## src/design/flash_seq_pkg.sv

```systemverilog
// Constants and types shared by the flash program/erase sequencer.
package flash_seq_pkg;
  // Width of the flash byte address.
  localparam int ADDR_W = 16;
  // Verify data are read in 16-bit units.
  localparam int VDATA_W = 16;
  // Programming happens in units of this many bytes.
  localparam int UNIT_BYTES = 32;
  localparam int UNIT_IDX_W = 5;
  // Number of erase blocks selected by the block-select register.
  localparam int BLOCKS = 8;
  // Byte written during a dummy write ahead of a verify read.
  localparam logic [7:0] ERASED_BYTE = 8'hff;
  // Reset value of the latched verify address.
  localparam logic [15:0] ADDR_RST = 16'h0000;
  // Reset value of the latch read index.
  localparam logic [4:0] IDX_RST = 5'h00;
  // Block value driven to the array outside erase mode.
  localparam logic [7:0] BLK_RST = 8'h00;

  // Array operating modes, one-hot.
  typedef enum logic [4:0] {
    MODE_IDLE = 5'b00001,
    MODE_PROG = 5'b00010,
    MODE_ERASE = 5'b00100,
    MODE_PCHK = 5'b01000,
    MODE_ECHK = 5'b10000
  } mode_type;
endpackage : flash_seq_pkg

```

## src/design/flash_program_erase_sequencer.sv

```systemverilog
// Flash program/erase control: control bits, latches, mode and guard timer.
//
// Behaviour
// - Four modes entered by setup, pulse and verify control bits.
// - Array reads are blocked while program or erase is active.
// - No program or erase unless permit pin high and flag reads one.
// - Each data byte written in idle mode with write permitted is latched; the last write's address is kept for the pulse.
// - Leaving program or erase mode clears the watchdog setting.
// - Verify: wait gamma, dummy write 0xFF, wait epsilon, read 16 bits.
// - Erase needs no preprogramming to zeros.
`timescale 1ns/100ps
module flash_program_erase_sequencer #(
  // Wait times in microseconds (z for erase in ms) and retry limit.
  parameter int T_X_US = 1,
  parameter int T_Y_US = 1,
  parameter int T_Z_US = 1,
  parameter int T_Z_MS = 1,
  parameter int T_ALPHA_US = 1,
  parameter int T_BETA_US = 1,
  parameter int T_GAMMA_US = 1,
  parameter int T_EPS_US = 1,
  parameter int T_ETA_US = 1,
  parameter int RETRY_N = 1000,
  parameter int CLK_MHZ = 200
) (
  // Clock and reset.
  input wire logic i_clock,
  input wire logic i_resetn,
  // Write-permit pin and software flag.
  input wire logic i_hardware_write_permit_pin,
  // Control bits of flash_control_reg, as software last wrote them.
  input wire logic i_flash_write_unlock,
  input wire logic i_write_setup,
  input wire logic i_write_pulse,
  input wire logic i_write_check,
  input wire logic i_wipe_setup,
  input wire logic i_wipe_pulse,
  input wire logic i_wiping_audit,
  // Contents of block_select_reg.
  input wire logic [flash_seq_pkg::BLOCKS-1:0] i_block_select_reg,
  // CPU writes to the flash address space.
  input wire logic i_wr_en,
  input wire logic [flash_seq_pkg::ADDR_W-1:0] i_wr_addr,
  input wire logic [7:0] i_wr_data,
  // CPU reads from the flash address space.
  input wire logic i_rd_en,
  input wire logic [flash_seq_pkg::ADDR_W-1:0] i_rd_addr,
  // Array interface; the array answers reads one cycle later.
  input wire logic [flash_seq_pkg::VDATA_W-1:0] i_array_rdata,
  output logic o_array_rd,
  output logic [flash_seq_pkg::ADDR_W-1:0] o_array_addr,
  output logic o_array_prog,
  output logic o_array_erase,
  output logic [flash_seq_pkg::BLOCKS-1:0] o_array_blocks,
  output logic [7:0] o_latch_data,
  output logic [flash_seq_pkg::UNIT_IDX_W-1:0] o_latch_idx,
  // Answers to the CPU.
  output logic [flash_seq_pkg::VDATA_W-1:0] o_rd_data,
  output logic o_rd_valid,
  output logic o_rd_blocked,
  // Status.
  output logic o_permit_flag,
  output logic [4:0] o_mode,
  output logic o_guard_clear,
  output logic o_pulse_overrun,
  output logic [15:0] o_pass_count,
  output logic o_retry_exhausted,
  output logic o_unit_full
);
  // Per-pulse limits in cycles; longest times round down, never below one.
  localparam int PROG_LIM = (T_Z_US * CLK_MHZ) < 1 ? 1 : T_Z_US * CLK_MHZ;
  localparam int ERASE_LIM =
    (T_Z_MS * 1000 * CLK_MHZ) < 1 ? 1 : T_Z_MS * 1000 * CLK_MHZ;
  localparam int CNT_W = 32;

  typedef struct packed {
    logic [1:0] pin_sync;
    logic [4:0] mode;
    logic [flash_seq_pkg::UNIT_IDX_W-1:0] idx;
    logic unit_full;
    logic [flash_seq_pkg::ADDR_W-1:0] vaddr;
    logic [CNT_W-1:0] pulse_cnt;
    logic overrun;
    logic [15:0] passes;
    logic guard_clear;
    logic rd_pend;
    logic rd_chk;
    logic blocked;
    logic [flash_seq_pkg::VDATA_W-1:0] rdata;
    logic rvalid;
  } state_type;

  state_type cur_ff;
  state_type nxt_ff;
  logic permit;
  logic [7:0] latch_q;

  // True in the two modes that drive the array and forbid array reads.
  function automatic logic active_mode(input logic [4:0] m);
    active_mode = (m == flash_seq_pkg::MODE_PROG) ||
                  (m == flash_seq_pkg::MODE_ERASE);
  endfunction : active_mode

  assign permit = cur_ff.pin_sync[1];

  flash_write_latch u_latch (
    .i_clock(i_clock),
    .i_wr_en(i_wr_en && cur_ff.mode == flash_seq_pkg::MODE_IDLE
             && i_flash_write_unlock && permit),
    .i_wr_idx(i_wr_addr[flash_seq_pkg::UNIT_IDX_W-1:0]),
    .i_wr_data(i_wr_data),
    .i_rd_idx(cur_ff.idx),
    .o_rd_data(latch_q)
  );

  // Next-state logic: mode choice, latching, pulse timing and verify reads.
  always_comb begin
    logic [4:0] want;
    want = flash_seq_pkg::MODE_IDLE;
    nxt_ff = cur_ff;
    nxt_ff.pin_sync = {cur_ff.pin_sync[0], i_hardware_write_permit_pin};
    nxt_ff.guard_clear = 1'b0;
    nxt_ff.rvalid = 1'b0;
    nxt_ff.blocked = 1'b0;
    // Mode decode from control bits; pulses need their setup bit.
    if (!(permit && i_flash_write_unlock)) begin
      want = flash_seq_pkg::MODE_IDLE;
    end else if (i_write_setup && i_write_pulse) begin
      want = flash_seq_pkg::MODE_PROG;
    end else if (i_wipe_setup && i_wipe_pulse
                 && $countones(i_block_select_reg) == 1) begin
      want = flash_seq_pkg::MODE_ERASE;
    end else if (i_write_check) begin
      want = flash_seq_pkg::MODE_PCHK;
    end else if (i_wiping_audit) begin
      want = flash_seq_pkg::MODE_ECHK;
    end
    nxt_ff.mode = want;
    // Leaving program or erase clears the guard timer setting.
    if (active_mode(cur_ff.mode) && !active_mode(want)) begin
      nxt_ff.guard_clear = 1'b1;
      nxt_ff.passes = cur_ff.passes + 16'd1;
    end
    // Pulse length guard; the array pulse is cut at the limit.
    if (active_mode(want) && want == cur_ff.mode) begin
      if (!cur_ff.overrun) begin
        nxt_ff.pulse_cnt = cur_ff.pulse_cnt + 32'd1;
      end
      if (cur_ff.mode == flash_seq_pkg::MODE_PROG ?
          cur_ff.pulse_cnt >= CNT_W'(PROG_LIM - 1) :
          cur_ff.pulse_cnt >= CNT_W'(ERASE_LIM - 1)) begin
        nxt_ff.overrun = 1'b1;
      end
    end else begin
      nxt_ff.pulse_cnt = '0;
      nxt_ff.overrun = 1'b0;
    end
    // Latch program data; each write's address replaces the latched address.
    if (i_wr_en && cur_ff.mode == flash_seq_pkg::MODE_IDLE
        && i_flash_write_unlock && permit) begin
      nxt_ff.unit_full = (i_wr_addr[flash_seq_pkg::UNIT_IDX_W-1:0]
                          == {flash_seq_pkg::UNIT_IDX_W{1'b1}});
      nxt_ff.vaddr = i_wr_addr;
    end
    // Dummy write in a verify mode latches the address to check.
    if (i_wr_en && (cur_ff.mode == flash_seq_pkg::MODE_PCHK
                    || cur_ff.mode == flash_seq_pkg::MODE_ECHK)) begin
      nxt_ff.vaddr = i_wr_addr;
    end
    // Sequential walk over latches while programming.
    if (cur_ff.mode == flash_seq_pkg::MODE_PROG && !cur_ff.overrun) begin
      nxt_ff.idx = cur_ff.idx + 5'd1;
    end else begin
      nxt_ff.idx = flash_seq_pkg::IDX_RST;
    end
    // Reads: blocked during program/erase, verify reads use the latched address.
    nxt_ff.rd_pend = 1'b0;
    nxt_ff.rd_chk = 1'b0;
    if (i_rd_en) begin
      if (active_mode(cur_ff.mode)) begin
        nxt_ff.blocked = 1'b1;
      end else begin
        nxt_ff.rd_pend = 1'b1;
        nxt_ff.rd_chk = (cur_ff.mode != flash_seq_pkg::MODE_IDLE);
      end
    end
    if (cur_ff.rd_pend) begin
      nxt_ff.rdata = i_array_rdata;
      nxt_ff.rvalid = 1'b1;
    end
  end

  // One register holds all state except the latch memory; reset values are constants only.
  always_ff @(posedge i_clock or negedge i_resetn) begin
    if (!i_resetn) begin
      cur_ff <= '{pin_sync: 2'b00, mode: flash_seq_pkg::MODE_IDLE,
                  idx: flash_seq_pkg::IDX_RST, unit_full: 1'b0,
                  vaddr: flash_seq_pkg::ADDR_RST, pulse_cnt: '0,
                  overrun: 1'b0, passes: 16'h0000, guard_clear: 1'b0,
                  rd_pend: 1'b0, rd_chk: 1'b0, blocked: 1'b0,
                  rdata: 16'h0000, rvalid: 1'b0};
    end else begin
      cur_ff <= nxt_ff;
    end
  end

  // Array drive; verify reads come from the latched address.
  assign o_array_rd = nxt_ff.rd_pend;
  assign o_array_addr = (cur_ff.mode == flash_seq_pkg::MODE_IDLE)
                        ? i_rd_addr : cur_ff.vaddr;
  assign o_array_prog = (cur_ff.mode == flash_seq_pkg::MODE_PROG)
                        && !cur_ff.overrun;
  assign o_array_erase = (cur_ff.mode == flash_seq_pkg::MODE_ERASE)
                         && !cur_ff.overrun;
  assign o_array_blocks = (cur_ff.mode == flash_seq_pkg::MODE_ERASE)
                          ? i_block_select_reg : flash_seq_pkg::BLK_RST;
  assign o_latch_data = latch_q;
  assign o_latch_idx = cur_ff.idx;
  assign o_rd_data = cur_ff.rdata;
  assign o_rd_valid = cur_ff.rvalid;
  assign o_rd_blocked = cur_ff.blocked;
  assign o_permit_flag = permit;
  assign o_mode = cur_ff.mode;
  assign o_guard_clear = cur_ff.guard_clear;
  assign o_pulse_overrun = cur_ff.overrun;
  assign o_pass_count = cur_ff.passes;
  assign o_retry_exhausted = (cur_ff.passes >= 16'(RETRY_N));
  assign o_unit_full = cur_ff.unit_full;
endmodule : flash_program_erase_sequencer

```

## src/design/flash_write_latch.sv

```systemverilog
// Latch memory holding the data bytes of one 32-byte programming unit.
`timescale 1ns/100ps
module flash_write_latch #(
  parameter int DEPTH = flash_seq_pkg::UNIT_BYTES,
  parameter int IDX_W = flash_seq_pkg::UNIT_IDX_W
) (
  // Clock.
  input wire logic i_clock,
  // Write port.
  input wire logic i_wr_en,
  input wire logic [IDX_W-1:0] i_wr_idx,
  input wire logic [7:0] i_wr_data,
  // Registered read port.
  input wire logic [IDX_W-1:0] i_rd_idx,
  output logic [7:0] o_rd_data
);
  logic [7:0] mem [DEPTH];

  // Storage has no reset; software always refills all 32 bytes.
  always_ff @(posedge i_clock) begin
    if (i_wr_en) begin
      mem[i_wr_idx] <= i_wr_data;
    end
    o_rd_data <= mem[i_rd_idx];
  end
endmodule : flash_write_latch

```

## config.mk

```make
export PLATFORM = sky130hd
export DESIGN_NAME = flash_program_erase_sequencer
export DESIGN_NICKNAME = d
export VERILOG_FILES = /design/src/design/flash_seq_pkg.sv /design/src/design/flash_program_erase_sequencer.sv /design/src/design/flash_write_latch.sv
export SDC_FILE = /design/constraint.sdc
export NUM_CORES = 1
export LEC_CHECK = 0
export CORE_MARGIN = 1
export CORE_UTILIZATION = 55
export CTS_CLUSTER_SIZE = 16
export DETAILED_ROUTE_END_ITERATION = 16
export DONT_BUFFER_PORTS = 1
export GPL_TIMING_DRIVEN = 0
export PLACE_DENSITY = 0.73
export SLEW_MARGIN = 20
export SYNTH_ARGS = -nofsm -noshare
export SYNTH_HDL_FRONTEND = slang
export SYNTH_HIERARCHICAL = 1
export SYNTH_SLANG_ARGS = --single-unit
```

## constraint.sdc

```tcl
create_clock -name i_clock -period 3.1 [get_ports i_clock]
set_input_delay 0.155 -clock i_clock [delete_from_list [all_inputs] [get_ports i_clock]]
set_output_delay 0.155 -clock i_clock [all_outputs]
set_load 0.01 [all_outputs]
```

# Word-level counts from Yosys, hierarchy flattened
# Memories as Yosys holds them, arrays and structs flattened. A register that Yosys moved wholly into a read port is not among the register bits.
# Index checks and enable logic that the tools add are counted.
[totals] elab_cells=79 ramBits=256 inputBits=76 regBits=98 memories=1
[mem_list] name="u_latch.mem" words=32 word_bits=8 rd=1 rd_clocked_by_memory_dff=1 wr=1 line="flash_write_latch.sv:17" rtl="logic [7:0] mem [DEPTH];"
[op_classes] n_reduce_logical=18 magnitude_cmp=3 n_mux=21 n_addsub=10 n_eq_ne=13
[op_table] operator="16-bit 2-to-1 mux" n=3
[op_table] operator="33-bit 2-to-1 mux" n=1
[op_table] operator="32-bit by 1-bit adder with 32-bit output, second input constant" n=1
[op_table] operator="32-bit by 18-bit greater-or-equal comparator with 1-bit output, second input constant" n=1
[op_table] operator="32-bit by 8-bit greater-or-equal comparator with 1-bit output, second input constant" n=1
[op_table] operator="32-bit 2-to-1 mux" n=1
[op_table] operator="5-bit 2-to-1 mux" n=6
[op_table] operator="16-bit by 1-bit adder with 16-bit output, second input constant" n=1
[op_table] operator="16-bit by 10-bit greater-or-equal comparator with 1-bit output, second input constant" n=1
[op_table] operator="1-bit logical AND" n=12
[op_table] operator="5-bit by 2-bit equality test with 1-bit output, second input constant" n=2
[op_table] operator="5-bit by 3-bit equality test with 1-bit output, second input constant" n=2
[op_table] operator="5-bit equality test, second input constant" n=2
[op_table] operator="1-bit by 1-bit adder with 2-bit output" n=4
[op_table] operator="8-bit 2-to-1 mux" n=1
[op_table] operator="1-bit 2-to-1 mux" n=7
[op_table] operator="2-bit by 2-bit adder with 3-bit output" n=2
[op_table] operator="5-bit by 1-bit adder with 5-bit output, second input constant" n=1
[op_table] operator="5-bit by 1-bit equality test with 1-bit output, second input constant" n=1
[op_table] operator="5-bit by 4-bit equality test with 1-bit output, second input constant" n=1
[op_table] operator="5-bit equality test" n=1
[op_table] operator="5-bit by 1-bit != test with 1-bit output, second input constant" n=1
[op_table] operator="3-bit by 3-bit adder with 4-bit output" n=1
[op_table] operator="4-bit by 1-bit equality test with 1-bit output, second input constant" n=1
[op_table] operator="7 further kinds" n=10

# Longest topological paths before layout
# Gate-level depths: netlist of the first run.
[logic_depth] depth_word=13 ltp_mapped=14 ltp_nobuf=13

# By module
# Netlist of the first run, hierarchy kept.
[modules_own_cells] module="flash_write_latch" seq_area_each_um2=7847.5 area_per_inst_um2=10053.4 n_inst=1 cells_each=417
[modules_own_cells] module="flash_program_erase_sequencer" seq_area_each_um2=2453.6 area_per_inst_um2=5407.7 n_inst=1 cells_each=513

# Least setup slack after synthesis of the first run
# No wires, ideal clock.
[synth_path] kind="input-to-reg" startpoint="input port i_block_select_reg[0] (netlist name)" endpoint="register cur_ff[59] (netlist name)" required_ns=2.999 path_buffers=1 arrival_ns=3.657 stages=14 path_slack_ns=-0.658 path_cell_list="inv_1 -> fa_1 -> fa_1 -> fa_1 -> inv_1 -> ha_1 -> inv_1 -> fa_1 -> or3b_4 -> o21a_1 -> nor4b_1 -> o32ai_2 -> buf_6 -> nor4_1"
[synth_between] elab_chain_len=12 elab_cells_between_ends=15 classes_between="add/sub: 3; eq/ne: 5; mux: 4; reduce/logical: 3"
[synth_lines] element="start, declared" line="flash_program_erase_sequencer.sv:40" rtl="input wire logic [flash_seq_pkg::BLOCKS-1:0] i_block_select_reg,"
[synth_lines] element="1-bit by 1-bit adder with 2-bit output (not written as such) (*)" line="flash_program_erase_sequencer.sv:131" rtl="&& $countones(i_block_select_reg) == 1) begin"
[synth_lines] element="2-bit by 2-bit adder with 3-bit output (not written as such) (*)" line="flash_program_erase_sequencer.sv:131"
[synth_lines] element="3-bit by 3-bit adder with 4-bit output (not written as such) (*)" line="flash_program_erase_sequencer.sv:131"
[synth_lines] element="4-bit by 1-bit equality test with 1-bit output (*)" line="flash_program_erase_sequencer.sv:131"
[synth_lines] element="1-bit logical AND (*)" line="flash_program_erase_sequencer.sv:131"
[synth_lines] element="5-bit 2-to-1 mux (*)" line="flash_program_erase_sequencer.sv:130" rtl="end else if (i_wipe_setup && i_wipe_pulse"
[synth_lines] element="5-bit 2-to-1 mux (*)" line="flash_program_erase_sequencer.sv:128" rtl="end else if (i_write_setup && i_write_pulse) begin"
[synth_lines] element="5-bit 2-to-1 mux (*)" line="flash_program_erase_sequencer.sv:126" rtl="if (!(permit && i_flash_write_unlock)) begin"
[synth_lines] element="5-bit by 2-bit equality test with 1-bit output or 5-bit by 3-bit equality test with 1-bit output (tied branches)" line="flash_program_erase_sequencer.sv:100, flash_program_erase_sequencer.sv:101"
[synth_lines] element="1-bit logical OR" line="flash_program_erase_sequencer.sv:100" rtl="active_mode = (m == flash_seq_pkg::MODE_PROG) ||"
[synth_lines] element="1-bit logical AND (*)" line="flash_program_erase_sequencer.sv:145" rtl="if (active_mode(want) && want == cur_ff.mode) begin"
[synth_lines] element="2-bit != test (no source line) or 33-bit 2-to-1 mux (tied branches)"
[synth_lines] element="end signal, assigned" line="flash_program_erase_sequencer.sv:196" rtl="cur_ff <= '{pin_sync: 2'b00, mode: flash_seq_pkg::MODE_IDLE,"
[synth_lines] element="end signal, assigned" line="flash_program_erase_sequencer.sv:203" rtl="cur_ff <= nxt_ff;"
[synth_lines] element="end, declared" line="flash_program_erase_sequencer.sv:93" rtl="state_type cur_ff;"
# Every way passes the cells marked *; elsewhere a longest branch is shown, timed or not.
# A chain may end at the register's enable or synchronous reset.

# Worst setup path after layout of the first run
[layout_path] startpoint="input port i_block_select_reg[0] (netlist name)" endpoint="register cur_ff[60] (netlist name)"
# The elaborated chain is that of the path after synthesis.

==> load_flow_metrics.sql, run 1 <==
INSERT INTO impl_metrics (metric_group, metric, value, unit) VALUES
('hold_path', 'hp-class', 'input pin to flip-flop', ''),
('placement', 'numPortBuffers', '0', ''),
('global_route', 'global_route_wire_length_before_repair', '51320', 'um'),
('hold_path', 'holdCritStartpoint', 'i_wipe_setup', ''),
('route', 'postRouteAntennaNets', '0', ''),
('placement', 'dp_hpwl', '21360', 'um'),
('finish', 'area_growth', '21.32', '%'),
('power_and_ir_drop', 'peakVddDrop', '0.0006576', 'V'),
('clock_tree', 'tritoncts', 'done', ''),
('worst_setup_path', 'timing.critical_path.from_type', 'input pin', ''),
('worst_setup_path', 'worstSetupPathType', 'input pin to flip-flop', ''),
('clock_tree', 'numCtsBuffers', '38', ''),
('sta', 'timing_worst_slew_pin_value', '1155', 'ps'),
('sta', 'report.final.setup_viol', '38', ''),
('synthesis', 'netlist_top_cells_count', 'edfxtp_1 (256), dfrtp_1 (97), mux4_2 (80), mux2_2 (56), nor2_1 (52)', ''),
('power_and_ir_drop', 'internal-power', '0.008497', 'W'),
('power_and_ir_drop', 'power.net_switching', '0.002390', 'W'),
('floorplan', 'initial_core_util', '55.81', '%'),
('route', 'num_vias', '8663', ''),
('sta', 'timing_max_transition_violations_final', '0', ''),
('synthesis', 'yosys-top-cells-area', 'edfxtp_1 (50%), dfrtp_1 (16%), mux4_2 (12%)', ''),
('sta', 'setup_repair_after_global_routing_missed_its_margin', 'true', ''),
('placement', 'placed_cell_area', '0.01597', 'mm^2'),
('power_and_ir_drop', 'power-per-cell-area', '580.4', 'mW/mm^2'),
('power_and_ir_drop', 'clockPowerShare', '42.9', '%'),
('finish', 'final_net_count', '1137', ''),
('route', 'route.final.wire_length', '33830', 'um'),
('sta', 'fin_setup_tns', '-7498', 'ps'),
('placement', 'gp_congestion', '0.8184', ''),
('synthesis', 'synth_enable_flop_cells', '256', ''),
('sta', 'timing_hold_violations_final', '0', ''),
('sta', 'fmax', '295.9', 'MHz'),
('synthesis', 'most_used_standard_cell_by_instance_count_after_synthesis', 'edfxtp_1', ''),
('global_route', 'grt_remaining_overflow', '0', ''),
('floorplan', 'die-area', '0.02879', 'mm^2'),
('outcome', 'status', 'complete, but fails checks', ''),
('synthesis', 'ys_seq_elements', '362', ''),
('global_route', 'gr-usage-all-layers', '24.10', '%'),
('clock_tree', 'clk_pin_slew_worst_paths', '60', 'ps'),
('route', 'routedWlPerCell', '23.17', 'um'),
('power_and_ir_drop', 'leakage', '6.259', 'nW'),
('clock_tree', 'worstSkewPairLatency', '530', 'ps'),
('synthesis', 'gate_count_after_technology_mapping', '930', ''),
('synthesis', 'syn_area', '0.01546', 'mm^2'),
('floorplan', 'boundaryPins', '160', ''),
('outcome', 'violations_in_the_final_reports', 'setup timing', ''),
('route', 'drc_errors', '0', ''),
('synthesis', 'synth_cell_types', '53', ''),
('route', 'dr.first_iter.drc_count', '637', ''),
('power_and_ir_drop', 'combPwrFrac', '7.5', '%'),
('sta', 'postLayoutSetupSlackWorst', '-279.5', 'ps'),
('floorplan', 'die_y', '169.7', 'um'),
('clock_tree', 'cts_sinks', '362', ''),
('synthesis', 'yosys_warnings', '6', ''),
('run', 'drv_cap', '0', ''),
('sta', 'worst_slew_margin_rel', '22.98', '%'),
('clock_tree', 'ctsRootBufferMaster', 'clkbuf_16', ''),
('worst_setup_path', 'cp.arrival', '3810', 'ps'),
('sta', 'min_period', '3379', 'ps'),
('global_route', 'via_count_of_the_first_global_routing_pass', '8716', ''),
('worst_setup_path', 'worstReg2RegStart', 'o_latch_idx[2]', ''),
('sta', 'fin_worst_skew', '16.51', 'ps'),
('synthesis', 'synthDominantAreaCellType', 'edfxtp_1', ''),
('synthesis', 'yosys.area.top_type_share', '49.72', '%'),
('synthesis', 'mappedNetlistNets', '1017', ''),
('power_and_ir_drop', 'switching_share', '21.96', '%'),
('floorplan', 'horizontal_die_dimension', '169.7', 'um'),
('worst_setup_path', 'timing.critical_path.fanout_max', '10', ''),
('finish', 'final_area', '0.01876', 'mm^2'),
('global_route', 'grt_max_degree', '99', ''),
('clock_tree', 'cts.htree.levels', '2', '');
[final timing paths]
check | end | slack, ps | depth (start not counted)
min in group asynchronous | o_rd_blocked | 220 | 2
setup reg to reg | u_latch/o_rd_data[0] | 130 | 5
hold / removal | o_mode[3] | 6 | 2
setup / recovery | cur_ff[60] | -280 | 14
hold reg to reg | o_permit_flag | 360 | 0
max in group asynchronous | o_latch_idx[0] | 2500 | 2
[state kept, by name (all words and copies together) (netlist names)]
signal             flops
u_latch/o_rd_data      8
cur_ff                50
o_unit_full            1
o_mode                 5
u_latch/mem          256
o_rd_data             16
o_rd_blocked           1
o_latch_idx            5
o_guard_clear          1
o_pass_count          16
o_permit_flag          1
o_pulse_overrun        1
o_rd_valid             1
[through the flow]
stage	hold slack, ps	total power, W	std cells	setup WS, ps	utilization [%]
after floorplan	-140.6	0.005922	930	-542.1	-
after global placement	-138.3	0.006021	1308	-929.3	57.63
after detailed placement	-138.4	0.006035	1308	-993.2	57.63
after CTS	13.38	0.01090	1445	-245.4	66.32
after global routing	8.240	0.01123	1458	-372.9	67.69
final	5.538	0.01089	1460	-279.5	67.71
[metal layers]
layer / track usage (%) / wire length [um]
met4: 7.521 / 865
met2: 39.27 / 16710
met1: 32.74 / 13850
met5: 0 / 27
met3: 5.107 / 2374
[worst max-delay path, stage by stage]
cell and delay (ps):
inv_12 20, fa_1 550, fa_1 430, fa_1 440, inv_1 70, ha_2 180
inv_2 40, fa_2 330, or3b_4 410, o21a_4 230, o41ai_4 260, o32ai_4 210
buf_6 200, nor4_2 270
[area by class of cell]
type	count	area, um^2
antenna	2	5.005
buffer	87	578.1
clock buffer	50	1047
clock inverter	20	256.5
fill	1841	8947
inverter	22	95.09
multi-input combinational	457	5137
sequential	362	10300
tap	378	473.0
timing repair buffer	82	864.6
[logic make-up (layout without fill, tap and decap cells)]
kind of cell | count (synthesis) | count (layout) | synth area share (%)
adders and majority gates | 11 | 11 | 1.084
AOI/OAI and AO/OA | 25 | 25 | 1.214
other | 0 | 2 | 0
buffers and inverters | 111 | 261 | 4.160
xor gates and xnor gates | 52 | 52 | 2.946
and+or+nand+nor | 232 | 232 | 8.174
DFF | 362 | 362 | 66.63
muxes | 137 | 137 | 15.80
[timing repair]
| item | CTS | global route |
|---|---|---|
| hold buffers | 59 | 2 |
| pin swaps | 7 | 12 |
| setup buffers | 9 | 11 |
| resized for setup | 80 | 61 |
| endpoints found under the hold margin | 395 | 3 |
| setup endpoints to repair | 301 | 292 |
| gates cloned | 1 | 1 |
[cell usage in the layout, fill, tap and decap left out, types with 21 or more instances in the layout]
master / instances
nor2_4: 28
buf_4: 65
xnor2_1: 44
edfxtp_1: 256
dlygate4sd3_1: 52
clkbuf_1: 25
nand2_1: 30
clkbuf_16: 39
mux4_2: 80
mux2_2: 56
dfrtp_1: 97
nor3_1: 21
[power by group through the flow]
| stage | combinational [W] | clock [W] | sequential [W] |
|---|---|---|---|
| floorplan | 0.000458 | 0 | 0.00546 |
| global placement | 0.000534 | 0 | 0.00549 |
| detailed placement | 0.000545 | 0 | 0.00549 |
| CTS | 0.000758 | 0.00475 | 0.00539 |
| global route | 0.000877 | 0.00494 | 0.00541 |
| finish | 0.000817 | 0.00467 | 0.00540 |
Power figures use the tool's default switching activity.
==> inputs of run 2 (changes only) <==
--- a/config.mk
+++ b/config.mk
@@ -7,6 +7,7 @@
 export LEC_CHECK = 0
 export CORE_MARGIN = 1
 export CORE_UTILIZATION = 55
+export CTS_BUF_LIST = sky130_fd_sc_hd__clkbuf_16
 export CTS_CLUSTER_SIZE = 16
 export DETAILED_ROUTE_END_ITERATION = 16
 export DONT_BUFFER_PORTS = 1
==> run 2 against run 1 <==
Compared with the run above:
- routed wire length rose by 0.61%
- power fell by 0.77%
- maximum frequency about the same
- setup slack worse by 2.6 ps
- flip-flop and latch count did not move
- the run still ends with setup timing left
- sequential share of layout area decreased by 0.080 points
- critical path depth did not move
==> load_flow_metrics.sql, run 2 (synthesis gave the netlist of run 1 again) <==
INSERT INTO impl_metrics (metric_group, metric, value, unit) VALUES
('outcome', 'status', 'complete, but fails checks', ''),
('outcome', 'violations_in_the_final_reports', 'setup timing', ''),
('worst_setup_path', 'r2r_setup_slack', '120', 'ps'),
('global_route', 'via_count_of_the_first_global_routing_pass', '8739', ''),
('finish', 'reg_top3', 'u_latch/mem (256), cur_ff (50)', ''),
('placement', 'placed_cell_area', '0.01597', 'mm^2'),
('power_and_ir_drop', 'combPwrFrac', '7.7', '%'),
('clock_tree', 'cts_sinks', '362', ''),
('clock_tree', 'clk_path_buf_depth', '3', ''),
('worst_setup_path', 'critical_path.reg2reg.endpoint', 'u_latch/o_rd_data[0]', ''),
('power_and_ir_drop', 'switching_share', '22.21', '%'),
('floorplan', 'core', '0.02771', 'mm^2'),
('clock_tree', 'numCtsBuffers', '38', ''),
('sta', 'timing_max_transition_violations_final', '0', ''),
('sta', 'post-route-period-util', '109.1', '%'),
('worst_setup_path', 'timing.critical_path.from_type', 'input pin', ''),
('finish', 'final_net_count', '1140', ''),
('hold_path', 'hp-class', 'input pin to flip-flop', ''),
('power_and_ir_drop', 'leakage', '6.307', 'nW'),
('finish', 'drive_above_1_share', '35.00', '%'),
('sta', 'min_period', '3382', 'ps'),
('route', 'detail_route.vias_per_cell', '5.957', ''),
('worst_setup_path', 'cp.arrival', '3810', 'ps'),
('finish', 'mostFrequentLayoutCell', 'edfxtp_1', ''),
('power_and_ir_drop', 'power.net_switching', '0.002400', 'W'),
('sta', 'setup_repair_after_global_routing_missed_its_margin', 'true', ''),
('finish', 'largest_register_ffs', '256', ''),
('sta', 'report.final.setup_viol', '37', ''),
('route', 'postRouteAntennaNets', '0', ''),
('finish', 'registers.top_by_ff_count', 'u_latch/mem', ''),
('power_and_ir_drop', 'power.sequential.fraction', '50.0', '%'),
('sta', 'fmax', '295.7', 'MHz'),
('route', 'dr.first_iter.drc_count', '721', ''),
('worst_setup_path', 'worstSetupPathType', 'input pin to flip-flop', ''),
('clock_tree', 'worstSkewPairLatency', '530', 'ps'),
('sta', 'timing_worst_slew_pin_value', '1132', 'ps'),
('global_route', 'gr-usage-all-layers', '24.11', '%'),
('sta', 'postLayoutSetupSlackWorst', '-282.0', 'ps'),
('floorplan', 'die-area', '0.02879', 'mm^2'),
('route', 'route.final.wire_length', '34030', 'um'),
('global_route', 'grt_antenna_before_repair', '2', ''),
('clock_tree', 'clk_pin_slew_worst_paths', '60', 'ps'),
('finish', 'filler_cell_count', '1844', ''),
('route', 'num_vias', '8709', ''),
('route', 'detail_route.first_pass.iterations', '5', ''),
('sta', 'timing_hold_violations_final', '0', ''),
('clock_tree', 'ctsRootBufferMaster', 'clkbuf_16', ''),
('sta', 'fin_worst_skew', '18.16', 'ps'),
('finish', 'layout.area.seq', '0.01030', 'mm^2'),
('finish', 'mostFrequentLayoutCells', 'edfxtp_1 (256), dfrtp_1 (97), mux4_2 (80)', ''),
('floorplan', 'initial_core_util', '55.81', '%'),
('sta', 'worst_slew_margin_rel', '24.54', '%'),
('global_route', 'grt_remaining_overflow', '0', ''),
('worst_setup_path', 'cp.required', '3530', 'ps'),
('global_route', 'global_route_wire_length_before_repair', '51380', 'um'),
('finish', 'multi_input_comb_area', '0.005129', 'mm^2'),
('floorplan', 'boundaryPins', '160', ''),
('route', 'routedWlPerCell', '23.28', 'um'),
('power_and_ir_drop', 'power-per-cell-area', '575.1', 'mW/mm^2'),
('worst_setup_path', 'crit_path_end_kind', 'flip-flop', ''),
('worst_setup_path', 'worstReg2RegStart', 'o_latch_idx[2]', ''),
('clock_tree', 'tritoncts', 'done', ''),
('placement', 'dp_hpwl', '21360', 'um'),
('worst_setup_path', 'timing.critical_path.fanout_max', '10', ''),
('power_and_ir_drop', 'clockPowerShare', '42.4', '%'),
('worst_setup_path', 'timing.reg2reg.worst_path_depth', '5', ''),
('worst_setup_path', 'worstSetupEndpoint', 'cur_ff[60]', ''),
('power_and_ir_drop', 'internal-power', '0.008404', 'W'),
('run', 'drv_cap', '0', ''),
('finish', 'final_area', '0.01879', 'mm^2'),
('floorplan', 'placement_row_count', '61', ''),
('placement', 'gp_congestion', '0.8184', ''),
('worst_setup_path', 'critical_path.startpoint', 'i_block_select_reg[0]', ''),
('placement', 'numPortBuffers', '0', ''),
('finish', 'area_growth', '21.50', '%'),
('clock_tree', 'cts.htree.levels', '2', ''),
('floorplan', 'horizontal_die_dimension', '169.7', 'um'),
('sta', 'hold_ws', '10.79', 'ps'),
('global_route', 'grt_max_degree', '99', ''),
('route', 'drc_errors', '0', ''),
('floorplan', 'die_y', '169.7', 'um'),
('power_and_ir_drop', 'peakVddDrop', '0.0006591', 'V');
-- run 2: what timing repair did --
item                       in CTS  in global routing
hold buffers                   60                  2
gates cloned                    1                  1
setup endpoints to repair     301                292
pin swaps                       7                 13
gates resized for setup        76                 65
hold endpoints to repair      395                  3
setup buffers                   9                 13
-- run 2: power by group through the flow --
stage          clock, W  sequential (W)  combinational [W]
3_5_place_dp          0         0.00549           0.000545
2_1_floorplan         0         0.00546           0.000458
3_3_place_gp          0         0.00549           0.000534
6_report        0.00458         0.00540           0.000827
5_1_grt         0.00485         0.00541           0.000887
4_1_cts         0.00466         0.00539           0.000760
-- run 2: final cells by class --
class                      count  share of cell area, %
buffer                        87                  3.097
timing repair buffer          85                  4.949
clock buffer                  39                  5.195
sequential                   362                  54.84
antenna                        1                0.01332
inverter                      22                 0.5062
clock inverter                31                  1.585
tap                          378                  2.518
multi-input combinational    457                  27.30
-- run 2: routing by layer --
layer	up-vias	wire (um)	GRT usage [%]
li1	3812	-	-
met1	4435	13550	32.61
met2	399	17080	39.54
met3	61	2609	5.014
met4	2	783	7.442
met5	-	13	0
-- run 2: metrics by stage --
| stage | worst slack, ps | util (%) | cells | power, W | setup TNS, ps |
|---|---|---|---|---|---|
| 5_1_grt | -370.2 | 67.80 | 1461 | 0.01114 | -11300 |
| 6_report | -282.0 | 67.80 | 1462 | 0.01080 | -7550 |
| 4_1_cts | -242.0 | 66.20 | 1446 | 0.01081 | -29820 |
| 3_5_place_dp | -993.2 | 57.63 | 1308 | 0.006035 | -135540 |
| 3_3_place_gp | -929.3 | 57.63 | 1308 | 0.006021 | -112250 |
| 2_1_floorplan | -542.1 | - | 930 | 0.005922 | -22720 |
-- run 2: how the worst min path moves through the flow --
stage                     depth (start not counted)  slack (ps)          to                 start
final                                             2          10   o_mode[3]          i_wipe_setup
after global routing                              2           8   o_mode[3]          i_wipe_setup
after CTS                                         3          10   o_mode[2]  i_flash_write_unlock
after detailed placement                          0        -140  o_rd_valid              i_resetn
after global placement                            0        -140  cur_ff[19]              i_resetn
after floorplan                                   0        -140  cur_ff[19]              i_resetn
-- run 2: worst max-delay path, cell delays in order --
cell and delay (ps):
inv_12 20, fa_1 550, fa_1 430, fa_1 440
inv_1 70, ha_2 180, inv_2 40, fa_2 330
or3b_4 410, o21a_4 240, o41ai_4 260, o32ai_4 210
buf_6 200, nor4_2 270
==> inputs of run 3 (changes only) <==
--- a/config.mk
+++ b/config.mk
@@ -12,7 +12,7 @@
 export DETAILED_ROUTE_END_ITERATION = 16
 export DONT_BUFFER_PORTS = 1
 export GPL_TIMING_DRIVEN = 0
-export PLACE_DENSITY = 0.73
+export PLACE_DENSITY = 0.7
 export SLEW_MARGIN = 20
 export SYNTH_ARGS = -nofsm -noshare
 export SYNTH_HDL_FRONTEND = slang
==> run 3 against run 2 <==
Compared with the run above:
- the flow still finishes with violations (setup timing)
- final cell count is 1.0% lower
- design area shrank 1.3%
- maximum frequency is 0.31% lower
- routed wire length down 0.78%
- first-iteration DRC count fell by 0.69%
- setup slack got worse by 11 ps
- sequential share of layout area is 0.71 points higher
- highest routed layer is now met4
==> load_flow_metrics.sql, run 3 (synthesis gave the netlist of run 1 again) <==
INSERT INTO impl_metrics (metric_group, metric, value, unit) VALUES
('outcome', 'status', 'complete, but fails checks', ''),
('outcome', 'violations_in_the_final_reports', 'setup timing', ''),
('power_and_ir_drop', 'power.sequential.fraction', '50.8', '%'),
('floorplan', 'core', '0.02771', 'mm^2'),
('worst_setup_path', 'worstSetupPathType', 'input pin to flip-flop', ''),
('power_and_ir_drop', 'leakage', '6.205', 'nW'),
('sta', 'timing_worst_slew_pin_value', '847.6', 'ps'),
('finish', 'final_cell_count_no_fill', '1447', ''),
('finish', 'filler_cell_count', '1868', ''),
('finish', 'registers.top_by_ff_count', 'u_latch/mem', ''),
('global_route', 'global_route_wire_length_before_repair', '51630', 'um'),
('global_route', 'globalRouteMet3Util', '5.247', '%'),
('power_and_ir_drop', 'combPwrFrac', '7.5', '%'),
('placement', 'dp_hpwl', '21430', 'um'),
('floorplan', 'boundaryPins', '160', ''),
('sta', 'post-route-period-util', '109.4', '%'),
('finish', 'area_growth', '19.94', '%'),
('placement', 'dp_cells', '1308', ''),
('clock_tree', 'cts.htree.levels', '2', ''),
('worst_setup_path', 'cp.arrival', '3790', 'ps'),
('route', 'drc_errors', '0', ''),
('floorplan', 'horizontal_die_dimension', '169.7', 'um'),
('route', 'routedWlPerCell', '23.34', 'um'),
('clock_tree', 'tritoncts', 'done', ''),
('global_route', 'grt_use_met1', '33.43', '%'),
('run', 'drv_cap', '0', ''),
('worst_setup_path', 'crit_path_end_kind', 'flip-flop', ''),
('placement', 'numPortBuffers', '0', ''),
('finish', 'reg_top3', 'u_latch/mem (256), cur_ff (50)', ''),
('clock_tree', 'numCtsBuffers', '37', ''),
('clock_tree', 'ctsRootBufferMaster', 'clkbuf_16', ''),
('finish', 'mostFrequentLayoutCells', 'edfxtp_1 (256), dfrtp_1 (97), mux4_2 (80)', ''),
('power_and_ir_drop', 'power.net_switching', '0.002292', 'W'),
('sta', 'report.final.setup_viol', '33', ''),
('worst_setup_path', 'cp.required', '3500', 'ps'),
('route', 'detail_route.first_pass.iterations', '4', ''),
('floorplan', 'die-area', '0.02879', 'mm^2'),
('sta', 'fin_worst_skew', '15.22', 'ps'),
('sta', 'postLayoutSetupSlackWorst', '-292.7', 'ps'),
('global_route', 'grt_max_degree', '99', ''),
('floorplan', 'initial_core_util', '55.81', '%'),
('route', 'dr.first_iter.drc_count', '716', ''),
('global_route', 'met2_usage', '39.79', '%'),
('finish', 'final_net_count', '1133', ''),
('placement', 'placed_cell_area', '0.01597', 'mm^2'),
('clock_tree', 'worstSkewPairLatency', '510', 'ps'),
('sta', 'worst_slew_margin_rel', '43.49', '%'),
('power_and_ir_drop', 'power-per-cell-area', '572.9', 'mW/mm^2'),
('global_route', 'grt_antenna_before_repair', '0', ''),
('power_and_ir_drop', 'internal-power', '0.008332', 'W'),
('finish', 'drive_above_1_share', '34.24', '%'),
('power_and_ir_drop', 'peakVddDrop', '0.0004370', 'V'),
('finish', 'antenna_cells', '0', ''),
('placement', 'gp_congestion', '0.8052', ''),
('finish', 'final_area', '0.01854', 'mm^2'),
('global_route', 'globalRoute.busiestLayer', 'met2', ''),
('power_and_ir_drop', 'switching_share', '21.57', '%'),
('floorplan', 'die_y', '169.7', 'um'),
('hold_path', 'hp-class', 'input pin to flip-flop', ''),
('route', 'route.final.wire_length', '33770', 'um'),
('sta', 'timing_max_transition_violations_final', '0', ''),
('worst_setup_path', 'timing.critical_path.fanout_max', '10', ''),
('global_route', 'grt_remaining_overflow', '0', ''),
('global_route', 'via_count_of_the_first_global_routing_pass', '8677', ''),
('route', 'num_vias', '8535', ''),
('finish', 'largest_register_ffs', '256', ''),
('sta', 'timing_hold_violations_final', '0', ''),
('route', 'detail_route.vias_per_cell', '5.898', ''),
('clock_tree', 'clk_pin_slew_worst_paths', '70', 'ps'),
('sta', 'min_period', '3393', 'ps'),
('sta', 'setup_repair_after_global_routing_missed_its_margin', 'true', ''),
('clock_tree', 'cts_sinks', '362', ''),
('finish', 'mostFrequentLayoutCell', 'edfxtp_1', ''),
('route', 'postRouteAntennaNets', '0', ''),
('power_and_ir_drop', 'clockPowerShare', '41.7', '%'),
('global_route', 'gr-usage-all-layers', '24.30', '%'),
('clock_tree', 'clk_path_buf_depth', '3', ''),
('floorplan', 'placement_row_count', '61', ''),
('sta', 'fmax', '294.8', 'MHz'),
('worst_setup_path', 'timing.critical_path.from_type', 'input pin', '');
## run 3: per-stage QoR
stage	total power [W]	setup TNS, ps	hold WS, ps	utilization [%]	setup WS (ps)
after floorplan	0.005922	-22720	-140.6	-	-542.1
after global placement	0.006024	-140750	-138.3	57.63	-904.7
after detailed placement	0.006037	-146510	-138.3	57.63	-945.8
after CTS	0.01065	-7796	11.11	66.15	-263.8
after global routing	0.01096	-16620	41.34	66.93	-409.4
final	0.01062	-8093	52.80	66.93	-292.7
## run 3: timing repair
item,CTS,global route
pin swaps,3,5
gates resized for setup,95,33
buffers inserted,9,7
setup endpoints to repair,304,231
hold buffers,61,0
cloned,1,1
hold endpoints to repair,394,0
## run 3: final timing paths
kind                                        from                end  slack, ps  cells after the start
hold / removal                     i_write_pulse          o_mode[2]         50                      2
hold reg to reg                       cur_ff[97]      o_permit_flag        420                      0
min in group asynchronous               i_resetn         cur_ff[78]        250                      2
setup / recovery           i_block_select_reg[0]         cur_ff[67]       -290                     14
max in group asynchronous               i_resetn         cur_ff[56]       2480                      2
setup reg to reg                       o_mode[3]  u_latch/mem[0][3]        130                      7
## run 3: layout make-up
class	count	area (um^2)	area share, %
buffer	88	594.3	3.205
clock buffer	37	925.9	4.993
clock inverter	25	265.3	1.430
inverter	22	95.09	0.5128
multi-input combinational	457	5040	27.18
sequential	362	10300	55.55
tap	378	473.0	2.550
timing repair buffer	78	849.6	4.581
## run 3: power groups by stage
stage                     Sequential [W]  Clock [W]  Combinational, W
after detailed placement         0.00549          0          0.000542
after global placement           0.00549          0          0.000535
final                            0.00540    0.00443          0.000793
after floorplan                  0.00546          0          0.000458
after global routing             0.00541    0.00469          0.000858
after CTS                        0.00540    0.00451          0.000744
## run 3: critical path, cell delays in order
cell     delay [ps]
inv_12           20
fa_1            540
fa_1            430
fa_1            430
inv_1            60
ha_2            170
inv_2            40
fa_2            340
or3b_4          420
o21a_4          240
o41ai_4         270
o32ai_4         210
buf_6           210
nor4_2          280
## run 3: layer usage
layer	wire, um	share of wire [%]	vias up
li1	-	-	3790
met1	14170	42	4384
met2	16760	50	299
met3	2127	6.3	62
met4	708	2.1	0
met5	0	0	-
